## src/chan_supervisor.sv

```systemverilog
// shared constants and types, plus the per-channel threshold and min/max supervisor
`timescale 1ns/1ps

package adc_limit_pkg;
	localparam int NUM_CH = 4;
	localparam int DATA_W = 16;
	localparam int VAL_W  = 12;
	localparam int STAT_W = 2 * NUM_CH;

	// register pointer values
	localparam logic [3:0] ADDR_RESULT     = 4'h0;
	localparam logic [3:0] ADDR_ALERT      = 4'h1;
	localparam logic [3:0] ADDR_CONFIG     = 4'h2;
	localparam logic [3:0] ADDR_LIMIT_BASE = 4'h4;
	localparam logic [3:0] LIMIT_STRIDE    = 4'h3;
	localparam logic [3:0] KIND_LOWER      = 4'h0;
	localparam logic [3:0] KIND_UPPER      = 4'h1;
	localparam logic [3:0] KIND_HYST       = 4'h2;

	// result and config word layout
	localparam int RES_FLAG_BIT = 15;
	localparam int RES_ZERO_BIT = 14;
	localparam int RES_TAG_LSB  = 12;
	localparam int CFG_FN_LSB   = 1;

	typedef enum logic [1:0] {
		FN_NONE  = 2'h0,
		FN_BUSY  = 2'h1,
		FN_ALERT = 2'h2,
		FN_CLEAR = 2'h3
	} alert_fn_e;

	localparam logic [1:0]        CFG_FN_RESET    = 2'h0;
	localparam logic [7:0]        ALERT_CLEAR_ALL = 8'hff;
	localparam logic [VAL_W-1:0]  FULL_SCALE_12   = 12'hfff;
	localparam logic [VAL_W-1:0]  FULL_SCALE_10   = 12'hffc;
	localparam logic [VAL_W-1:0]  ZERO_SCALE      = 12'h000;
	localparam logic [VAL_W-1:0]  HYST_RESET_12   = 12'h008;
	localparam logic [VAL_W-1:0]  HYST_RESET_10   = 12'h002;
	localparam logic [VAL_W-1:0]  MINMAX_CODE     = 12'hfff;

	typedef struct packed {
		logic             valid;
		logic [1:0]       chan;
		logic [VAL_W-1:0] value;
	} conv_s;

	typedef struct packed {
		logic              wr;
		logic              rd;
		logic [3:0]        addr;
		logic [DATA_W-1:0] wdata;
	} reg_req_s;
endpackage

module chan_supervisor
	import adc_limit_pkg::*;
#(
	parameter int RES_BITS = 12
)(
	input  wire logic             mclk,
	input  wire logic             srst,
	input  wire logic             conv_hit,
	input  wire logic [VAL_W-1:0] conv_value,
	input  wire logic             wr_lower,
	input  wire logic             wr_upper,
	input  wire logic             wr_hyst,
	input  wire logic [VAL_W-1:0] wdata,
	input  wire logic             clear_all,
	output logic      [VAL_W-1:0] upper_q,
	output logic      [VAL_W-1:0] lower_q,
	output logic      [VAL_W-1:0] hyst_q,
	output logic                  over_q,
	output logic                  under_q,
	output logic                  minmax
);
	localparam logic [VAL_W-1:0] FULL_SCALE = (RES_BITS == 12) ? FULL_SCALE_12 : FULL_SCALE_10;
	localparam logic [VAL_W-1:0] HYST_INIT  = (RES_BITS == 12) ? HYST_RESET_12 : HYST_RESET_10;

	generate
		if (RES_BITS != 12 && RES_BITS != 10)
		begin : g_bad_res
			$error("RES_BITS must be 10 or 12");
		end
	endgenerate

	logic [VAL_W-1:0] upper_d;
	logic [VAL_W-1:0] lower_d;
	logic [VAL_W-1:0] hyst_d;
	logic             over_d;
	logic             under_d;
	logic             over_rel;
	logic             under_rel;

	// RQ17 min/max mode
	assign minmax = (hyst_q == MINMAX_CODE);
	// RQ10 upper release point
	// 13-bit sums so a threshold below N never wraps into a false release
	assign over_rel = ({1'b0, conv_value} + {1'b0, hyst_q}) <= {1'b0, upper_q};
	// RQ12 lower release point
	assign under_rel = {1'b0, conv_value} >= ({1'b0, lower_q} + {1'b0, hyst_q});

	always_comb
	begin
		upper_d = wr_upper ? wdata : upper_q;
		lower_d = wr_lower ? wdata : lower_q;
		hyst_d  = wr_hyst ? wdata : hyst_q;
		over_d  = over_q;
		under_d = under_q;
		if (clear_all)
		begin
			over_d  = 1'b0;
			under_d = 1'b0;
		end
		if (conv_hit && minmax)
		begin
			// RQ21 track extremes
			if (conv_value > upper_q)
				upper_d = conv_value;
			if (conv_value < lower_q)
				lower_d = conv_value;
		end
		else if (conv_hit)
		begin
			// RQ9 strict over test
			// a new violation beats a clear in the same cycle
			if (conv_value > upper_q)
				over_d = 1'b1;
			else if (over_rel)
				over_d = 1'b0;
			// RQ11 strict under test
			if (conv_value < lower_q)
				under_d = 1'b1;
			else if (under_rel)
				under_d = 1'b0;
		end
	end

	always_ff @(posedge mclk)
	begin
		if (srst)
		begin
			// RQ14 full and zero scale
			upper_q <= FULL_SCALE;
			lower_q <= ZERO_SCALE;
			// RQ15 hysteresis default
			hyst_q  <= HYST_INIT;
			over_q  <= 1'b0;
			under_q <= 1'b0;
		end
		else
		begin
			upper_q <= upper_d;
			lower_q <= lower_d;
			hyst_q  <= hyst_d;
			over_q  <= over_d;
			under_q <= under_d;
		end
	end
endmodule

```

## src/adc_result_limit_alert.sv

```systemverilog
// result formatting, limit supervision and alert/busy pin for a four-input converter
`timescale 1ns/1ps

// Operation
// RQ1: function field picks none, busy, alert
// RQ2: writing ones clears pin, flag, status
// RQ3: clear command reads back as alert mode
// RQ4: sixteen-bit result, high byte read first
// RQ5: flag, zero, tag, value bit layout
// RQ6: channel tag is index minus one
// RQ7: ten-bit variant zeros two low bits
// RQ8: flag shows any channel's violation
// RQ9: over alert when result exceeds upper
// RQ10: over clears N below upper threshold
// RQ11: under alert when result below lower
// RQ12: under clears N above lower threshold
// RQ13: limit registers twelve bits, top zero
// RQ14: reset upper full, lower zero scale
// RQ15: hysteresis resets to eight or two
// RQ16: four sets of three channel registers
// RQ17: hysteresis all ones selects min/max
// RQ18: violation shown on pin, flag, both
// RQ19: status holds under/over bit per channel
// RQ20: writing all ones clears status register
// RQ21: min/max replaces on greater or smaller
module adc_result_limit_alert
	import adc_limit_pkg::*;
#(
	parameter int RES_BITS = 12
)(
	input  wire logic              mclk,
	input  wire logic              srst,
	input  wire conv_s             conv_data,
	input  wire logic              conv_busy,
	input  wire reg_req_s          reg_req,
	output logic      [DATA_W-1:0] rdata_q,
	output logic                   rvalid_q,
	output logic                   alert_out_q
);
	localparam logic [VAL_W-1:0] RES_MASK = (RES_BITS == 12) ? FULL_SCALE_12 : FULL_SCALE_10;

	generate
		if (RES_BITS != 12 && RES_BITS != 10)
		begin : g_bad_res
			$error("RES_BITS must be 10 or 12");
		end
	endgenerate

	logic [NUM_CH-1:0] conv_hit;
	logic [NUM_CH-1:0] wr_lo;
	logic [NUM_CH-1:0] wr_up;
	logic [NUM_CH-1:0] wr_hy;
	logic [NUM_CH-1:0] over;
	logic [NUM_CH-1:0] under;
	logic [NUM_CH-1:0] minmax;
	logic [VAL_W-1:0]  upper [NUM_CH];
	logic [VAL_W-1:0]  lower [NUM_CH];
	logic [VAL_W-1:0]  hyst  [NUM_CH];
	logic [STAT_W-1:0] alert_status;
	logic [VAL_W-1:0]  value_masked;
	logic              cfg_wr;
	logic              alert_wr;
	logic              clear_all;
	logic [3:0]        lim_off;
	logic [1:0]        lim_ch;
	logic [3:0]        lim_kind;

	logic [13:0]       result_q;
	logic [13:0]       result_d;
	logic [1:0]        cfg_fn_q;
	logic [1:0]        cfg_fn_d;
	logic              alert_out_d;
	logic [DATA_W-1:0] rdata_d;
	logic              rvalid_d;

	// RQ7 trailing zeros
	assign value_masked = conv_data.value & RES_MASK;
	assign cfg_wr       = reg_req.wr && (reg_req.addr == ADDR_CONFIG);
	assign alert_wr     = reg_req.wr && (reg_req.addr == ADDR_ALERT);
	// RQ2 clear by function field
	// RQ20 clear by all ones
	assign clear_all = (cfg_wr && (reg_req.wdata[CFG_FN_LSB +: 2] == FN_CLEAR))
		|| (alert_wr && (reg_req.wdata[7:0] == ALERT_CLEAR_ALL));

	// RQ16 four channel sets
	genvar c;
	generate
		for (c = 0; c < NUM_CH; c++)
		begin : g_ch
			localparam logic [3:0] A_LO = 4'(ADDR_LIMIT_BASE + LIMIT_STRIDE * c);
			assign conv_hit[c] = conv_data.valid && (conv_data.chan == 2'(c));
			assign wr_lo[c]    = reg_req.wr && (reg_req.addr == A_LO + KIND_LOWER);
			assign wr_up[c]    = reg_req.wr && (reg_req.addr == A_LO + KIND_UPPER);
			assign wr_hy[c]    = reg_req.wr && (reg_req.addr == A_LO + KIND_HYST);
			// RQ19 status bit order
			assign alert_status[2*c]   = under[c];
			assign alert_status[2*c+1] = over[c];

			chan_supervisor #(
				.RES_BITS (RES_BITS)
			) u_chan (
				.mclk       (mclk),
				.srst       (srst),
				.conv_hit   (conv_hit[c]),
				.conv_value (value_masked),
				.wr_lower   (wr_lo[c]),
				.wr_upper   (wr_up[c]),
				.wr_hyst    (wr_hy[c]),
				.wdata      (reg_req.wdata[VAL_W-1:0]),
				.clear_all  (clear_all),
				.upper_q    (upper[c]),
				.lower_q    (lower[c]),
				.hyst_q     (hyst[c]),
				.over_q     (over[c]),
				.under_q    (under[c]),
				.minmax     (minmax[c])
			);
		end
	endgenerate

	assign lim_off  = reg_req.addr - ADDR_LIMIT_BASE;
	assign lim_ch   = 2'(lim_off / LIMIT_STRIDE);
	assign lim_kind = lim_off % LIMIT_STRIDE;

	always_comb
	begin
		result_d = result_q;
		// RQ6 tag from index
		if (conv_data.valid)
			result_d = {conv_data.chan, value_masked};
		cfg_fn_d = cfg_fn_q;
		if (cfg_wr)
		begin
			// RQ3 clear reads back alert
			if (reg_req.wdata[CFG_FN_LSB +: 2] == FN_CLEAR)
				cfg_fn_d = FN_ALERT;
			else
				cfg_fn_d = reg_req.wdata[CFG_FN_LSB +: 2];
		end
	end

	// RQ1 pin function select
	// RQ18 pin follows alert mode
	// one cycle behind the status bits so the pin stays a clean flop output
	always_comb
	begin
		case (cfg_fn_q)
			FN_NONE:  alert_out_d = 1'b0;
			FN_BUSY:  alert_out_d = conv_busy;
			FN_ALERT: alert_out_d = |alert_status;
			default:  alert_out_d = 1'b0;
		endcase
	end

	// whole word captured at once so both bytes come from one result
	always_comb
	begin
		rvalid_d = reg_req.rd;
		rdata_d  = '0;
		if (reg_req.rd)
		begin
			if (reg_req.addr == ADDR_RESULT)
				// RQ4 word snapshot
				// RQ5 result layout
				// RQ8 flag from any channel
				rdata_d = {|alert_status, 1'b0, result_q};
			else if (reg_req.addr == ADDR_ALERT)
				rdata_d = {8'h00, alert_status};
			else if (reg_req.addr == ADDR_CONFIG)
				rdata_d = {13'h0000, cfg_fn_q, 1'b0};
			else if (reg_req.addr >= ADDR_LIMIT_BASE)
			begin
				// RQ13 top nibble zero
				case (lim_kind)
					KIND_LOWER: rdata_d = {4'h0, lower[lim_ch]};
					KIND_UPPER: rdata_d = {4'h0, upper[lim_ch]};
					KIND_HYST:  rdata_d = {4'h0, hyst[lim_ch]};
					default:    rdata_d = '0;
				endcase
			end
		end
	end

	always_ff @(posedge mclk)
	begin
		if (srst)
		begin
			result_q    <= '0;
			cfg_fn_q    <= CFG_FN_RESET;
			alert_out_q <= 1'b0;
			rdata_q     <= '0;
			rvalid_q    <= 1'b0;
		end
		else
		begin
			result_q    <= result_d;
			cfg_fn_q    <= cfg_fn_d;
			alert_out_q <= alert_out_d;
			rdata_q     <= rdata_d;
			rvalid_q    <= rvalid_d;
		end
	end

	logic       hit_over;
	logic       hit_under;
	logic [1:0] ch;
	assign ch        = conv_data.chan;
	assign hit_over  = conv_data.valid && !minmax[ch] && (value_masked > upper[ch]);
	assign hit_under = conv_data.valid && !minmax[ch] && (value_masked < lower[ch]);
endmodule

```

## config.mk

```make
export PLATFORM = sky130hd
export DESIGN_NAME = adc_result_limit_alert
export DESIGN_NICKNAME = d
export VERILOG_FILES = /design/src/chan_supervisor.sv /design/src/adc_result_limit_alert.sv
export SDC_FILE = /design/constraint.sdc
export NUM_CORES = 1
export LEC_CHECK = 0
export BUFFER_PORTS_ARGS = -buffer_cell sky130_fd_sc_hd__buf_2
export CAP_MARGIN = 20
export CORE_ASPECT_RATIO = 0.8
export CORE_MARGIN = 2
export CORE_UTILIZATION = 60
export CTS_CLUSTER_DIAMETER = 30
export CTS_CLUSTER_SIZE = 16
export DETAILED_ROUTE_END_ITERATION = 7
export PLACE_DENSITY = 0.87
export RECOVER_POWER = 50
export SYNTH_ARGS = -nofsm -noshare
export SYNTH_HDL_FRONTEND = slang
export SYNTH_SLANG_ARGS = --single-unit
```

## constraint.sdc

```tcl
create_clock -name mclk -period 6.3 [get_ports mclk]
set_clock_uncertainty 0.2 [all_clocks]
set_input_delay 1.89 -clock mclk [delete_from_list [all_inputs] [get_ports mclk]]
set_output_delay 1.89 -clock mclk [all_outputs]
set_load 0.05 [all_outputs]
```

==> results.toml, run 1 <==
[outcome]
status = "finished with violations"
failing_checks = "design-rule violations, max-capacitance violations, max-slew violations"

[power_and_ir_drop]
p_per_area_nw_per_um2 = 171
p_seq_share_pct = 37.9
p_switching_mw = 1.16
cellInternalPower_mw = 2.06
power.switching_fraction_pct = 36.1
p_comb_share_pct = 26.3
vdd_drop_max_mv = 0.223
pwr-share-clk_pct = 35.8
leakage_power_nw = 8.57

[clock_network]
cts_setup_buffers = 0
post_cts_resized = 0
cts-buffers-inserted = 17
cts.root.buffer_cell = "clkbuf_16"
clock_insertion_delay_worst_skew_ps = 470
ctsHtreeMaxLevel = 4
clkSinkCount = 185
clkTransAtPathRegs_ps = 80
cts_max_path_buffers = 2
tritoncts_clock_tree = "built"
ctsHoldBuffers = 0

[placed_design]
place.gp.congestion = 1.02
place_worst_setup_slack_ps = 412
detailed_place_hpwl_um = 48000
io_buffers = 52

[worst_setup_path]
critPathKind = "in -> reg"
crit_path_cell_trace = "clkbuf_1 > clkbuf_1 > nor2_1 > o211ai_1 > o21ai_0"
crit_path_top_delay_cell = "clkbuf_1"
timing.critical_path.arrival_ps = 5780
crit_path_end_kind = "register"
reg2reg_to = "g_ch[1].u_chan.under_q$_SDFF_PP0_"
critical-path-max-stage-delay_ps = 2240
r2r_start = "g_ch[1].u_chan.hyst_q[1]$_SDFFE_PP0P_"
critical_path_depth = 5
worst-path-buf-inv = 2
worstPathRequired_ps = 6430
dominant_cell_type_by_count_on_the_critical_path = "clkbuf_1"
path_depth_of_the_worst_reg2reg_path = 18
worstSetupStartpointType = "input pin"
critical_path_peak_fanout = 66
cp_top_family = "buffers and inverters"
register_to_register_path_setup_slack_ps = 1870

[route]
detail_routed_via_count_per_cell = 6.86
post-route-drc-count = 4
drt.antenna.violating_nets = 0
first_iter_violations = 2413
finalWirelength_um = 65500
detail_route.first_pass.iterations = 8
wire_per_inst_um = 25.4
routed-via-count = 17700

[yosys]
ys.warnings.count = 0
post-synth-top-area-fraction_pct = 20.9
ys_ff_latch = 185
netlist_top_cells_area = "dfxtp_1 (21%), ha_1 (21%), mux2i_1 (6.7%)"
ys_dominant_reg_cell = "dfxtp_1"
synth_async_sr_flop_share_pct = 0
nets_in_the_synthesized_netlist = 2533
post_synth_most_frequent_cells = "ha_1 (294), nand2_1 (200), a21oi_1 (195)"
syn_area_um2 = 17700
synthMostInstantiatedCell = "ha_1"
synth_cells = 2191
yosysUniqueCellTypes = 74
syn-mean-instance-area_um2 = 8.08
synth.yosys.seq_area_share_pct = 20.9
synth_largest_area_cell = "dfxtp_1"
synth_enable_flop_cells = 0

[grt]
vias_in_the_first_global_route = 16500
gr-total-overflow = 0
grt_usage_pct = 42.0
grt_antenna_before_repair = 3
grt_pass1_wl_um = 97800
maximum_number_of_pins_on_one_net_before_global_route_repair = 77

[floorplanning]
fp.coreArea_um2 = 29100
placementRows = 56
floorplan.io_pins = 58
chipHeight_um = 158
die_area_um2 = 30900
initial_utilization_pct = 60.7
fp.dieW_um = 196

[final_layout]
num-nets-final = 2530
layout.core_utilization_pct = 64.8
fillers = 2324
final_layout_size_suffix_gt1_share_pct = 7.18
areaGrowthSynthToFinish_pct = 6.64

[sta]
worst_pin_slew_ps = 3090
setup-tns-final_ps = 0
timing.final.max_slew_violations = 144
clock.fmax_mhz = 177
finalSetupViolCount = 0
finalWorstSetupSlack_ps = 649
slew-limit-headroom_pct = -106
fin_crit_ps = 5650
final_min_period_over_clock_period_pct = 89.7
report.final.hold_viol_count = 0
grt_setup_unrepaired = "no"

[worst_hold_path]
min-delay-path-class = "reg -> reg"
start_point_of_the_worst_min_delay_path = "result_q[12]$_SDFFE_PP0P_"
timing.hold.worst_endpoint = "result_q[12]$_SDFFE_PP0P_"
holdPathStages = 2

[flow_run]
number_of_max_capacitance_violations_reported = 2
-- worst reg2reg max path, cell delays in order (launching register included) --
cell      delay [ps]
dfxtp_1          450
inv_1            230
fa_1             500
nor2b_1          120
o21ai_0           90
a21boi_0         180
o21ai_0          150
a21oi_1          340
a21o_1           170
a21oi_1           70
xor2_1           160
ha_1             280
o21ai_0           80
nand2b_1          80
a21oi_1           70
or4b_2           630
a31oi_1          170
o31ai_1          110
a31o_2           260
-- per-stage QoR --
step | power [mW] | hold slack [ps] | std cells | cell area [um2]
2_1_floorplan | 1.78 | 229 | 2191 | 17700
4_1_cts | 3.18 | 271 | 2578 | 18900
6_report | 3.22 | 273 | 2579 | 18900
5_1_grt | 3.31 | 308 | 2578 | 18900
3_5_place_dp | 2.06 | 257 | 2546 | 18300
3_3_place_gp | 2.03 | 256 | 2545 | 18300
-- final cells by class --
| type | instances | area, um2 | share of cell area [%] |
|---|---|---|---|
| Antenna cell | 1 | 2.50 | 0.0133 |
| Sequential cell | 185 | 3700 | 19.6 |
| Multi-Input combinational cell | 1763 | 13000 | 69.1 |
| Inverter | 132 | 495 | 2.62 |
| Tap cell | 377 | 472 | 2.50 |
| Timing Repair Buffer | 89 | 547 | 2.90 |
| Clock inverter | 15 | 183 | 0.968 |
| Clock buffer | 17 | 425 | 2.25 |
-- layer usage --
metal  global-route usage (%)  routed length, um  vias to the layer above
met5                        0                 13                        -
met4                     23.1               4300                        2
met3                     11.4               9100                      294
met2                     62.2              26300                     1233
met1                     55.6              25700                     8208
li1                         -                  -                     7948
-- power groups by stage --
stage / Sequential (mW) / Clock (mW) / Combinational, mW
2_1_floorplan: 1.25 / 0 / 0.536
3_3_place_gp: 1.24 / 0 / 0.787
3_5_place_dp: 1.24 / 0 / 0.812
4_1_cts: 1.22 / 1.14 / 0.818
5_1_grt: 1.22 / 1.19 / 0.899
6_report: 1.22 / 1.15 / 0.848
-- flip-flops by register name, indices dropped and copies added, names as in the netlist --
signal               count
result_q                14
g_ch.u_chan.upper_q     48
rvalid_q                 1
g_ch.u_chan.over_q       4
g_ch.u_chan.hyst_q      48
g_ch.u_chan.under_q      4
alert_out_q              1
g_ch.u_chan.lower_q     48
cfg_fn_q                 2
rdata_q                 15
-- kinds of logic after synthesis --
logic type      after synthesis  share of synthesized area [%]
flops                       185                           20.9
compound gates              595                           21.9
fa+ha+maj                   302                           21.7
other cells                   1                         0.0212
mux                         135                           8.51
simple gates                659                           18.0
buf+inv                     243                           5.37
xor+xnor                     71                           3.56
-- placed cells by master, fill, tap and decap left out, drive strengths merged, types with 73 or more instances in the layout --
cell / synthesis / final
ha: 294 / 294
nand2: 200 / 200
a21oi: 198 / 198
dfxtp: 185 / 185
nor2: 158 / 158
inv: 132 / 140
mux2i: 119 / 119
o21ai: 99 / 99
nand2b: 78 / 78
a211oi: 73 / 73
-- how the worst max path moves through the flow --
stage	end	start
finish	g_ch[0].u_chan.under_q$_SDFF_PP0_	srst
global route	g_ch[0].u_chan.under_q$_SDFF_PP0_	srst
CTS	rdata_q[1]$_SDFF_PP0_	reg_req[18]
detailed placement	rdata_q[1]$_SDFF_PP0_	reg_req[18]
global placement	rdata_q[1]$_SDFF_PP0_	reg_req[18]
floorplan	rdata_q[10]$_SDFF_PP0_	reg_req[18]
Note: power is estimated with default switching activity, not from simulation.
==> inputs of run 2 (changes only) <==
- clock period: 6.3 -> 5.3 ns (I/O delays scaled with it)
==> results.toml, run 2 (synthesis gave the netlist of run 1 again) <==
[worst_setup_path]
worst_setup_path_startpoint = "reg_req[16]"
crit_path_top_delay_cell = "clkbuf_1"
r2r_start = "g_ch[1].u_chan.hyst_q[0]$_SDFFE_PP0P_"
register_to_register_path_setup_slack_ps = 980
worst-path-buf-inv = 5
critPathKind = "in -> reg"
crit_path_end_kind = "register"
crit_path_cell_trace = "clkbuf_1 > clkbuf_1 > nand3b_1 > a21oi_1 > a2111oi_4 > buf_12 > mux2i_1 > buf_4 > nand2_1 > o21ai_0 > buf_4"
critical_path_depth = 11
cp_top_family = "buffers and inverters"
worstPathRequired_ps = 5500
critical_path_peak_fanout = 21
worstSetupStartpointType = "input pin"
reg2reg_to = "g_ch[1].u_chan.under_q$_SDFF_PP0_"
critical-path-max-stage-delay_ps = 680
worst_setup_path_endpoint = "rdata_q[7]$_SDFF_PP0_"
timing.critical_path.arrival_ps = 5330
path_depth_of_the_worst_reg2reg_path = 19

[final_layout]
layout_common_cells = "ha_1 (294), nand2_1 (200), a21oi_1 (195)"
num-nets-final = 2578
most_common_library_cell_in_the_layout_ignoring_fill_and_taps = "ha_1"
post_layout_nonfiller_instances = 2626
areaGrowthSynthToFinish_pct = 8.84
fillers = 2405
final_layout_size_suffix_gt1_share_pct = 8.99
biggestRegsByFlops = "g_ch.u_chan.hyst_q x48, g_ch.u_chan.lower_q x48, g_ch.u_chan.upper_q x48"

[sta]
finalWorstSetupSlack_ps = 166
slew-limit-headroom_pct = -68.1
final_min_period_over_clock_period_pct = 96.9
report.final.hold_viol_count = 0
clock.fmax_mhz = 195
finalSetupViolCount = 0
setup-tns-final_ps = 0
worst_pin_slew_ps = 2520
timing.final.max_slew_violations = 157
fin_crit_ps = 5130
grt_setup_unrepaired = "no"

[clock_network]
cts.root.buffer_cell = "clkbuf_16"
ctsHoldBuffers = 0
ctsHtreeMaxLevel = 4
cts_setup_buffers = 0
cts-buffers-inserted = 17
cts_max_path_buffers = 2
clkSinkCount = 185
post_cts_resized = 0
clkTransAtPathRegs_ps = 80
clock_insertion_delay_worst_skew_ps = 460
tritoncts_clock_tree = "built"

[placed_design]
place.gp.congestion = 1.01
detailed_place_hpwl_um = 50000
place.detailed.instances = 2594
io_buffers = 52
place_worst_setup_slack_ps = -123

[worst_hold_path]
min-delay-path-class = "reg -> reg"

[route]
detail_routed_via_count_per_cell = 6.83
routed-via-count = 17900
post-route-drc-count = 0
drt.antenna.violating_nets = 0
first_iter_violations = 2307
wire_per_inst_um = 25.2
detail_route.first_pass.iterations = 6
finalWirelength_um = 66200

[power_and_ir_drop]
vdd_drop_max_mv = 0.236
leakage_power_nw = 8.80
p_per_area_nw_per_um2 = 205

[grt]
gr-total-overflow = 0
grt_pass1_wl_um = 98900
vias_in_the_first_global_route = 16800
maximum_number_of_pins_on_one_net_before_global_route_repair = 119
grt_antenna_before_repair = 3
grt_usage_pct = 42.7

[outcome]
status = "finished with violations"
failing_checks = "max-capacitance violations, max-slew violations"

[flow_run]
number_of_max_capacitance_violations_reported = 2

[floorplanning]
chipHeight_um = 158
die_area_um2 = 30900
fp.dieW_um = 196
floorplan.io_pins = 58
placementRows = 56
fp.coreArea_um2 = 29100
initial_utilization_pct = 60.7
run 2: power breakdown:
part           switching, mW  internal, mW  total [mW]
registers             0.0332          1.42        1.45
clock network          0.626         0.807        1.43
logic                  0.674         0.389        1.06
run 2: cell type report:
class                      instances  area (um2)  area share (%)
clock inverter                    12         189           0.981
tap                              377         472            2.45
multi-input combinational       1763       13000            67.7
timing repair buffer             137         915            4.75
inverter                         132         495            2.57
antenna                            2        5.00          0.0260
clock buffer                      18         439            2.28
sequential                       185        3700            19.2
run 2: stage by stage:
| step | util, % | cell area [um2] | total power, mW | hold WS [ps] |
|---|---|---|---|---|
| final | 66.1 | 19300 | 3.95 | 270 |
| after CTS | 66.2 | 19300 | 3.90 | 268 |
| after global routing | 66.1 | 19300 | 4.06 | 282 |
| after global placement | 64.1 | 18700 | 2.47 | 257 |
| after floorplan | - | 17700 | 2.12 | 229 |
| after detailed placement | 64.1 | 18700 | 2.50 | 258 |
run 2: how the worst min path moves through the flow:
stage                              startpoint                         to  slack, ps  depth (start not counted)
finish              result_q[12]$_SDFFE_PP0P_  result_q[12]$_SDFFE_PP0P_        270                          2
detailed placement  result_q[12]$_SDFFE_PP0P_  result_q[12]$_SDFFE_PP0P_        260                          2
CTS                 result_q[12]$_SDFFE_PP0P_  result_q[12]$_SDFFE_PP0P_        270                          2
global placement    result_q[12]$_SDFFE_PP0P_  result_q[12]$_SDFFE_PP0P_        260                          2
floorplan           result_q[13]$_SDFFE_PP0P_     rdata_q[13]$_SDFF_PP0_        230                          1
global route        result_q[12]$_SDFFE_PP0P_  result_q[12]$_SDFFE_PP0P_        280                          2
run 2: per-layer routing:
metal	up-vias	wire, um	part of all wire (%)	track usage (%)
li1	8025	-	-	-
met1	8460	26000	39	55.4
met2	1141	27000	41	64.5
met3	298	9150	14	12.6
met4	2	4090	6.2	22.4
met5	-	18	0.027	0
run 2: tightest hold or removal path, cell delays in order, from the launching register on:
cell and delay, ps:
dfxtp_1 310, nand2b_1 60, a21oi_1 60
